===== src/hdl/hmpc_pkg.sv =====
/*
  Shared types and constants for the handshake mode-parameter composer.
  Assumes one 40 MHz clock domain; all users import the whole package.
*/
package hmpc_pkg;

  // Width of each level-3 value field
  localparam int unsigned HMPC_VAL_W = 8;

  // Clock figures, kept for reference by users of the block
  localparam int unsigned HMPC_CLK_HZ = 40_000_000;
  localparam int unsigned HMPC_CLK_PERIOD_NS = 25;

  // Cycles from a compose strobe to the message strobe
  localparam int unsigned HMPC_COMPOSE_LAT = 1;

  // Value after reset of a held value field
  localparam logic [HMPC_VAL_W-1:0] HMPC_VAL_RST = 8'h00;

  // Message kinds
  typedef enum logic [1:0] {
    HMPC_MSG_MS = 2'h1,
    HMPC_MSG_MP = 2'h2
  } hmpc_msg_kind_t;

  // Capability bits and values of one received CL or CLR message
  typedef struct packed {
    logic optional_band_upstream;
    logic optional_band_downstream;
    logic spectral_reduction;
    logic packet_transport_select;
    logic cell_transport_select;
    logic mgmt_channel_clear;
    logic ce_initial_sel;
    logic [HMPC_VAL_W-1:0] xform_size_val;
    logic [HMPC_VAL_W-1:0] ce_initial_val;
  } hmpc_caps_t;

  localparam hmpc_caps_t HMPC_CAPS_RST = '0;

  // Local wishes of the remote transceiver for the next message
  typedef struct packed {
    logic want_band_upstream;
    logic want_band_downstream;
    logic want_spectral_reduction;
    logic prefer_upstream;
    logic prefer_packet;
  } hmpc_wish_t;

  // Composed level-1/2/3 fields of one MS or MP message
  typedef struct packed {
    logic is_proposal;
    logic line_mode_sel;
    logic optional_band_upstream;
    logic optional_band_downstream;
    logic spectral_reduction;
    logic packet_transport_select;
    logic cell_transport_select;
    logic mgmt_channel_clear;
    logic used_bands_up_sel;
    logic used_bands_down_sel;
    logic xform_size_sel;
    logic ce_initial_sel;
    logic radio_interference_bands;
    logic xform_size_present;
    logic ce_initial_present;
    logic [HMPC_VAL_W-1:0] xform_size_val;
    logic [HMPC_VAL_W-1:0] ce_initial_val;
  } hmpc_msg_t;

  localparam hmpc_msg_t HMPC_MSG_RST = '0;

endpackage


===== src/hdl/hmpc_composer.sv =====
/*
  Composer of the level-1/2/3 parameter fields that the remote transceiver
  puts into its mode-select and mode-proposal handshake messages.
  Assumes capability loads and compose strobes come from logic on ref_clk_i;
  message transport and framing are handled elsewhere.
*/
//
// Function
// - Both used-band selection bits are always clear in MS and MP messages.
// - The transform-size bit is always set and carries the largest size both ends support.
// - The cyclic-extension bit is clear when either held CL or CLR had it clear.
// - The cyclic-extension bit is set only when both held messages had it set, with the length.
// - The very-high-speed line mode level-1 bit is asserted in every message.
// - Each set level-2 selection bit is accompanied by its level-3 value field.
// - In MP the optional-upstream-band bit proposes the low band for upstream use.
// - In MP the optional-downstream-band bit proposes the low band for downstream use.
// - An MP message never sets both optional-band bits.
// - In MP the spectral-reduction bit proposes reduced transmit PSD at low frequencies.
// - In MP packet and cell transport bits follow what both held messages allowed.
// - Exactly one of the packet and cell transport bits is set in an MP message when both share one; neither when none is common.
// - In MP the radio-interference-bands bit and both used-band bits are clear.
// - In MP the clear-management-channel bit is set only when both held messages had it.
// - In MS the band, transport and management bits need both held messages to have them.
`timescale 1ns/1ps

module hmpc_composer
  import hmpc_pkg::*;
(
  // Clock and reset
  input wire logic ref_clk_i,
  input wire logic rst_i,
  // Received capability messages
  input wire logic cl_load_i,
  input wire hmpc_caps_t cl_caps_i,
  input wire logic clr_load_i,
  input wire hmpc_caps_t clr_caps_i,
  // Compose request
  input wire logic compose_i,
  input wire hmpc_msg_kind_t compose_kind_i,
  input wire hmpc_wish_t wish_i,
  // Composed message
  output logic msg_valid_o,
  output hmpc_msg_t msg_o,
  output logic no_common_transport_o,
  output logic caps_complete_o
);

  ////////////////////////////////////////////////////////////////////////////
  // Helpers

  function automatic logic [HMPC_VAL_W-1:0] val_min(
    input logic [HMPC_VAL_W-1:0] a,
    input logic [HMPC_VAL_W-1:0] b
  );
    val_min = (a < b) ? a : b;
  endfunction

  ////////////////////////////////////////////////////////////////////////////
  // Held capability copies

  hmpc_caps_t cl_caps_reg;
  hmpc_caps_t clr_caps_reg;
  logic cl_seen_reg;
  logic clr_seen_reg;

  always_ff @(posedge ref_clk_i) begin
    if (rst_i) begin
      cl_caps_reg <= HMPC_CAPS_RST;
      cl_seen_reg <= 1'b0;
    end else if (cl_load_i) begin
      cl_caps_reg <= cl_caps_i;
      cl_seen_reg <= 1'b1;
    end
  end

  always_ff @(posedge ref_clk_i) begin
    if (rst_i) begin
      clr_caps_reg <= HMPC_CAPS_RST;
      clr_seen_reg <= 1'b0;
    end else if (clr_load_i) begin
      clr_caps_reg <= clr_caps_i;
      clr_seen_reg <= 1'b1;
    end
  end

  ////////////////////////////////////////////////////////////////////////////
  // Common capabilities of both ends

  wire logic com_up = cl_caps_reg.optional_band_upstream & clr_caps_reg.optional_band_upstream;
  wire logic com_dn = cl_caps_reg.optional_band_downstream
                      & clr_caps_reg.optional_band_downstream;
  wire logic com_pkt = cl_caps_reg.packet_transport_select & clr_caps_reg.packet_transport_select;
  wire logic com_cell = cl_caps_reg.cell_transport_select & clr_caps_reg.cell_transport_select;
  wire logic com_mgmt = cl_caps_reg.mgmt_channel_clear & clr_caps_reg.mgmt_channel_clear;
  wire logic com_ce = cl_caps_reg.ce_initial_sel & clr_caps_reg.ce_initial_sel;
  wire logic is_mp = (compose_kind_i == HMPC_MSG_MP);

  ////////////////////////////////////////////////////////////////////////////
  // Band selection

  // MS picks from common bands; MP proposes the local wish
  wire logic band_up_cand = is_mp ? wish_i.want_band_upstream : com_up;
  wire logic band_dn_cand = is_mp ? wish_i.want_band_downstream : com_dn;
  // Both candidates: only one may go out, local preference decides
  wire logic band_both = band_up_cand & band_dn_cand;
  wire logic band_up_sel = band_both ? wish_i.prefer_upstream : band_up_cand;
  wire logic band_dn_sel = band_both ? !wish_i.prefer_upstream : band_dn_cand;

  ////////////////////////////////////////////////////////////////////////////
  // Transport selection

  // Both common: at most one bit may go out, so preference beats a plain copy
  wire logic pkt_sel = com_pkt & (!com_cell | wish_i.prefer_packet);
  wire logic cell_sel = com_cell & (!com_pkt | !wish_i.prefer_packet);
  wire logic no_transport = !com_pkt & !com_cell;

  // MS copies a reduction request from CL; MP proposes the local wish
  wire logic psd_sel = is_mp ? wish_i.want_spectral_reduction
                             : cl_caps_reg.spectral_reduction;

  ////////////////////////////////////////////////////////////////////////////
  // Message assembly

  hmpc_msg_t msg_next;

  always_comb begin
    msg_next = HMPC_MSG_RST;
    msg_next.is_proposal = is_mp;
    msg_next.line_mode_sel = 1'b1;
    msg_next.optional_band_upstream = band_up_sel;
    msg_next.optional_band_downstream = band_dn_sel;
    msg_next.spectral_reduction = psd_sel;
    msg_next.packet_transport_select = pkt_sel;
    msg_next.cell_transport_select = cell_sel;
    msg_next.mgmt_channel_clear = com_mgmt;
    msg_next.used_bands_up_sel = 1'b0;
    msg_next.used_bands_down_sel = 1'b0;
    msg_next.radio_interference_bands = 1'b0;
    msg_next.xform_size_sel = 1'b1;
    msg_next.xform_size_val = val_min(cl_caps_reg.xform_size_val,
                                      clr_caps_reg.xform_size_val);
    msg_next.ce_initial_sel = com_ce;
    // Length is the smaller held value when both allow extension; else HMPC_VAL_RST
    msg_next.ce_initial_val = com_ce ? val_min(cl_caps_reg.ce_initial_val,
                                               clr_caps_reg.ce_initial_val)
                                     : HMPC_VAL_RST;
    msg_next.xform_size_present = msg_next.xform_size_sel;
    msg_next.ce_initial_present = msg_next.ce_initial_sel;
  end

  ////////////////////////////////////////////////////////////////////////////
  // Output registers

  hmpc_msg_t msg_reg;
  logic msg_valid_reg;
  logic no_transport_reg;
  logic caps_complete_reg;

  always_ff @(posedge ref_clk_i) begin
    if (rst_i) begin
      msg_reg <= HMPC_MSG_RST;
      msg_valid_reg <= 1'b0;
      no_transport_reg <= 1'b0;
      caps_complete_reg <= 1'b0;
    end else begin
      msg_valid_reg <= compose_i;
      caps_complete_reg <= cl_seen_reg & clr_seen_reg;
      if (compose_i) begin
        msg_reg <= msg_next;
        no_transport_reg <= no_transport;
      end
    end
  end

  assign msg_o = msg_reg;
  assign msg_valid_o = msg_valid_reg;
  assign no_common_transport_o = no_transport_reg;
  assign caps_complete_o = caps_complete_reg;
endmodule // hmpc_composer


===== config.mk =====
export PLATFORM = sky130hd
export DESIGN_NAME = hmpc_composer
export DESIGN_NICKNAME = d
export VERILOG_FILES = /design/src/hdl/hmpc_pkg.sv /design/src/hdl/hmpc_composer.sv
export SDC_FILE = /design/constraint.sdc
export NUM_CORES = 1
export LEC_CHECK = 0
export BUFFER_PORTS_ARGS = -buffer_cell sky130_fd_sc_hd__buf_4
export CAP_MARGIN = 10
export CORE_ASPECT_RATIO = 0.9
export CORE_MARGIN = 5
export CORE_UTILIZATION = 30
export DETAILED_ROUTE_END_ITERATION = 12
export GPL_TIMING_DRIVEN = 0
export PLACE_DENSITY = 0.49
export SETUP_SLACK_MARGIN = 0.2
export SLEW_MARGIN = 10
export SYNTH_ARGS = -nofsm -noshare
export SYNTH_HDL_FRONTEND = slang
export SYNTH_SLANG_ARGS = --single-unit

===== constraint.sdc =====
create_clock -name ref_clk_i -period 1.5 [get_ports ref_clk_i]
set_input_delay 0 -clock ref_clk_i [delete_from_list [all_inputs] [get_ports ref_clk_i]]
set_output_delay 0 -clock ref_clk_i [all_outputs]
set_load 0.05 [all_outputs]

==> impl_metrics.py, run 1 <==
metrics = {
    "floorplanning": {
        "io-pin-count": 92,
        "die_h_um": 108,
        "die-area_um2": 12800,
        "coreArea_um2": 10300,
        "rows": 35,
        "start_util_pct": 30.9,
        "die_x_um": 119,
    },
    "synth": {
        "synth_ff_type": "dfxtp_1",
        "ys_seq_elements": 75,
        "yosysSeqAreaShare_pct": 47.1,
        "syn_area_um2": 3190,
        "syn_avg_cell_area_um2": 9.61,
        "synth_edf_count": 0,
        "async_reset_ff_share_pct": 0,
        "synth_top_cell_area_share_pct": 47.1,
        "syn_inst": 332,
        "ys_top_cells_by_area": "dfxtp_1 47%, mux2i_1 21%, nor2_1 7.7%",
        "synth.distinct_cells": 27,
        "yosys.area.top_type": "dfxtp_1",
        "ys_warn_count": 0,
        "synth_most_common_cell": "dfxtp_1",
        "ys_top_cells_by_count": "75 x dfxtp_1, 66 x mux2i_1, 65 x nor2_1",
    },
    "placement": {
        "gp_congestion": 0.788,
        "dp_hpwl_mm": 6.15,
        "port_buffers": 84,
        "pre_cts_ws_ps": -372,
        "place_area_um2": 4000,
    },
    "cells_and_area": {
        "fin_util_pct": 48.8,
        "syn2layout_area_growth_pct": 58.1,
        "largest_reg_flops": 25,
        "stdcell_area_um2": 5040,
        "layout.nets": 557,
        "fillers": 1006,
        "final_layout_size_suffix_gt1_share_pct": 33.1,
        "diodes": 0,
    },
    "grt": {
        "grt_max_degree": 13,
        "grt_use_total_pct": 14.3,
        "antenna_found_initial": 0,
        "grt_pass1_vias": 2837,
        "grt_pass1_wl_mm": 14.4,
        "overflow": 0,
    },
    "power": {
        "p_total_uw": 5400,
        "peakVddDrop_uv": 624,
        "power_density_nw_per_um2": 1070,
        "leakage_uw": 0.00229,
    },
    "clocking": {
        "cts_tree": "yes",
        "clk_path_buf_depth": 2,
        "cts_inserted_buffers": 9,
        "path_clk_slew_ps": 60,
        "clk_latency_ps": 330,
        "cts_max_level": 3,
        "root_buffer": "clkbuf_16",
        "clock-sinks": 75,
    },
    "job": {
        "cap_violations": 0,
    },
    "timing": {
        "slew_headroom_pct": 53.0,
        "tns_ps": -3200,
        "worst_slack_ps": -293,
        "clock_skew_ps": 4.91,
        "hold_viol_final": 0,
        "maxSlewViolCount": 0,
        "fmax_mhz": 558,
        "tightest_slew_ps": 705,
        "period_needed_ps": 1790,
        "post-route-period-util_pct": 120,
        "rsz0062_at_grt": "yes",
        "setup_viol": 16,
    },
    "detailed_routing": {
        "drc": 0,
        "drt_first_pass_iters": 4,
        "vias_per_cell": 4.47,
        "drt.antenna.violating_nets": 0,
        "wirelength_mm": 8.75,
        "wl_per_cell_um": 14.2,
        "initialDrtViolationCount": 90,
        "num_vias": 2760,
    },
    "critical_path": {
        "path_max_fanout": 8,
        "path_class": "flip-flop to flip-flop",
        "crit_required_ps": 1690,
        "worstPathArrival_ps": 1980,
        "cp-end-kind": "flip-flop",
        "crit_path_start_kind": "flip-flop",
    },
    "min_path": {
        "min_path_type": "input pin to flip-flop",
    },
    "status": {
        "violations": "setup timing",
        "status": "finished, violations left",
    },
}
[path summary, 6_finish.rpt]
kind              startpoint              end  slack [ps]  cells after the start
max          cl_caps_reg[14]        msg_o[10]        -290                      7
min                wish_i[1]        msg_o[27]          40                      4
min reg2reg     clr_seen_reg  caps_complete_o         430                      2
max reg2reg  cl_caps_reg[14]        msg_o[10]        -290                      7
[worst max-delay path, stage by stage (launching register included)]
cell and delay, ps:
dfxtp_4 360, ha_4 240, a21o_1 170, a21oi_2 150
o311a_1 200, buf_8 180, mux2i_4 280, a211oi_2 90
[report_power, final]
| group | switching, uW | internal [uW] | leakage (uW) | total [uW] |
|---|---|---|---|---|
| clock | 807 | 1370 | 0.000144 | 2170 |
| sequential | 76.5 | 2100 | 0.000624 | 2180 |
| combinational | 510 | 536 | 0.00152 | 1050 |
[cell type report]
| type | instances | area [um^2] | share of cell area [%] |
|---|---|---|---|
| multi-input combinational | 220 | 1690 | 33.6 |
| sequential | 75 | 1530 | 30.3 |
| timing repair buffer | 140 | 1170 | 23.1 |
| clock buffer | 11 | 253 | 5.01 |
| tap | 129 | 161 | 3.20 |
| buffer | 25 | 140 | 2.78 |
| inverter | 14 | 52.6 | 1.04 |
| clock inverter | 4 | 50.0 | 0.992 |
[layout by cell type (no fill, tap or decap), types with 2 or more instances in the layout]
cell / count
a211oi_1: 5
a211oi_2: 4
a21o_1: 4
a21oi_1: 6
a21oi_2: 2
a31oi_1: 3
and2_1: 2
buf_1: 5
buf_2: 4
buf_4: 100
clkbuf_1: 8
clkbuf_16: 9
clkbuf_8: 2
clkinvlp_4: 2
conb_1: 3
dfxtp_1: 58
dfxtp_2: 15
dfxtp_4: 2
dlygate4sd3_1: 46
ha_1: 6
ha_4: 8
inv_1: 10
inv_2: 4
mux2i_1: 61
mux2i_4: 4
nand2_1: 14
nand2b_1: 7
nand3_1: 6
nor2_1: 65
nor2b_1: 2
o21ai_1: 8
o21bai_1: 2
o311a_1: 2
[routing by layer]
layer / wire [um] / GRT usage [%]
met4: 129 / 4.22
met5: 0 / 0
met3: 503 / 4.26
met2: 3940 / 22.7
met1: 4180 / 18.7
[stage by stage]
stage	cells	hold WS (ps)
6_report	618	36.1
5_1_grt	618	51.1
4_1_cts	617	23.3
3_5_place_dp	547	218
3_3_place_gp	547	213
2_1_floorplan	334	83.2
[cell families after synthesis]
group,synth area share [%]
AOI/OAI and AO/OA,7.92
buffers and inverters,5.81
adders and majority gates,5.49
DFF,47.1
other,0.118
muxes,20.7
and+or+nand+nor,12.9
[repair_timing]
| item | 4_1_cts | 5_1_grt |
|---|---|---|
| pin swaps | 13 | 10 |
| gates resized for setup | 30 | 12 |
| setup endpoints to repair | 16 | 16 |
| hold buffers | 46 | 0 |
| buffers inserted | 9 | 1 |
| hold endpoints to repair | 46 | 0 |
Power figures use the tool's default switching activity.
==> run 2: changes to the inputs <==
--- a/config.mk
+++ b/config.mk
@@ -7,12 +7,14 @@
 export LEC_CHECK = 0
 export BUFFER_PORTS_ARGS = -buffer_cell sky130_fd_sc_hd__buf_4
 export CAP_MARGIN = 10
+export CELL_PAD_IN_SITES_DETAIL_PLACEMENT = 1
+export CELL_PAD_IN_SITES_GLOBAL_PLACEMENT = 1
 export CORE_ASPECT_RATIO = 0.9
 export CORE_MARGIN = 5
-export CORE_UTILIZATION = 30
+export CORE_UTILIZATION = 35
 export DETAILED_ROUTE_END_ITERATION = 12
 export GPL_TIMING_DRIVEN = 0
-export PLACE_DENSITY = 0.49
+export PLACE_DENSITY = 0.72
 export SETUP_SLACK_MARGIN = 0.2
 export SLEW_MARGIN = 10
 export SYNTH_ARGS = -nofsm -noshare
==> run 2 against run 1 <==
The run still ends with setup timing left. Core utilization rose by 5.7 points. Flip-flop and latch count unchanged. Global-route usage is 3.9 points higher.
==> impl_metrics.py, run 2 (synthesized netlist as in run 1, its figures left out) <==
metrics = {
    "detailed_routing": {
        "vias_per_cell": 4.67,
        "wirelength_mm": 9.97,
        "initialDrtViolationCount": 52,
        "drt_first_pass_iters": 4,
        "drc": 0,
        "drt.antenna.violating_nets": 0,
        "num_vias": 2852,
        "wl_per_cell_um": 16.3,
    },
    "timing": {
        "tightest_slew_ps": 695,
        "worst_slack_ps": -369,
        "whs_ps": 28.3,
        "post-route-period-util_pct": 125,
        "tns_ps": -4100,
        "period_needed_ps": 1870,
        "fmax_mhz": 535,
        "setup_viol": 16,
        "slew_headroom_pct": 53.5,
        "rsz0062_at_grt": "yes",
        "clock_skew_ps": 9.62,
        "maxSlewViolCount": 0,
        "hold_viol_final": 0,
    },
    "power": {
        "power_density_nw_per_um2": 1010,
        "peakVddDrop_uv": 523,
        "leakage_uw": 0.00226,
    },
    "critical_path": {
        "cp.depth": 8,
        "crit_chain": "inv_1, ha_1, and2_4, o21bai_4, o311a_1, buf_6, mux2i_4, a211oi_2",
        "crit_required_ps": 1700,
        "path_max_fanout": 8,
        "critPathTopFamily": "compound AO/OA/AOI/OAI gates",
        "path_buf_inv": 2,
        "cp-end-kind": "flip-flop",
        "max_stage_delay_ps": 330,
        "critPathSlowestCell": "dfxtp_2",
        "crit_path_start_kind": "flip-flop",
        "rr_worst_depth": 8,
        "path_class": "flip-flop to flip-flop",
        "worstPathArrival_ps": 2070,
    },
    "cells_and_area": {
        "mostFrequentLayoutCells": "99 x buf_4, 65 x nor2_1, 62 x mux2i_1",
        "stdcell_count": 611,
        "syn2layout_area_growth_pct": 53.9,
        "largest_reg_flops": 25,
        "diodes": 0,
        "final_layout_size_suffix_gt1_share_pct": 32.3,
        "final_common_cell": "buf_4",
        "layout.nets": 556,
    },
    "placement": {
        "gp_congestion": 0.749,
        "dp.cells": 540,
        "dp_hpwl_mm": 6.50,
        "port_buffers": 84,
    },
    "grt": {
        "overflow": 0,
        "grt_use_total_pct": 18.2,
        "grt_pass1_vias": 3203,
        "antenna_found_initial": 0,
        "grt_pass1_wl_mm": 16.2,
        "grt_max_degree": 13,
    },
    "status": {
        "status": "finished, violations left",
        "violations": "setup timing",
    },
    "clocking": {
        "cts_max_level": 3,
        "cts_inserted_buffers": 9,
        "cts_tree": "yes",
        "clk_path_buf_depth": 2,
        "clk_latency_ps": 340,
        "root_buffer": "clkbuf_8",
        "path_clk_slew_ps": 80,
        "clock-sinks": 75,
    },
    "floorplanning": {
        "coreArea_um2": 9000,
        "die-area_um2": 11100,
        "die_x_um": 111,
        "start_util_pct": 35.4,
        "io-pin-count": 92,
        "rows": 33,
        "die_h_um": 101,
    },
    "min_path": {
        "hold_path_depth": 4,
        "min_path_type": "input pin to flip-flop",
    },
    "job": {
        "cap_violations": 0,
    },
}
[run 2: per-layer routing]
| metal | track usage [%] | share of wire (%) |
|---|---|---|
| met2 | 33.1 | 51 |
| met5 | 0 | 0 |
| met1 | 21.8 | 43 |
| met3 | 3.90 | 4.2 |
| met4 | 5.21 | 1.4 |
[run 2: where the power goes]
group | internal (uW) | leakage, uW | total, uW | switching [uW]
Combinational | 522 | 0.00152 | 1050 | 527
Sequential | 2100 | 0.000623 | 2180 | 78.4
Clock | 1020 | 0.000119 | 1750 | 732
[run 2: final timing paths]
path	from	endpoint	slack, ps
worst min register to register	clr_seen_reg	caps_complete_o	450
worst min-delay path	wish_i[1]	msg_o[27]	30
worst max-delay path	clr_caps_reg[12]	msg_o[13]	-370
worst max register to register	clr_caps_reg[12]	msg_o[13]	-370
[run 2: area by class of cell]
cell class              count  area, um^2
clock inverters             5        75.1
repair buffers            139        1160
inverters                  14        52.6
clock buffers              11         151
multi-input cells         220        1660
flip-flops and latches     75        1520
well taps                 122         153
fillers                  1060        4090
plain buffers              25         136
[run 2: what timing repair did]
item                                    in CTS  in global routing
hold endpoints to repair                    46                  0
resized for setup                           18                 15
pin swaps                                   11                  3
gates cloned                                 0                  0
buffers inserted                             8                  1
hold buffers                                46                  0
endpoints found under the setup margin      16                 16
[run 2: stage by stage]
step                      utilization [%]  setup slack [ps]  area, um^2  total power, uW
after floorplan                         -             -87.1        3210             2760
after global placement               44.3              -287        3990             3030
after detailed placement             44.3              -310        3990             3050
after CTS                            53.6              -277        4820             4960
after global routing                 54.5              -461        4910             5230
final                                54.5              -369        4910             4980
[run 2: tightest hold or removal path, cell delays in order]
cell and delay (ps):
buf_4 90, a21oi_1 50, mux2i_1 130, nor2_1 50
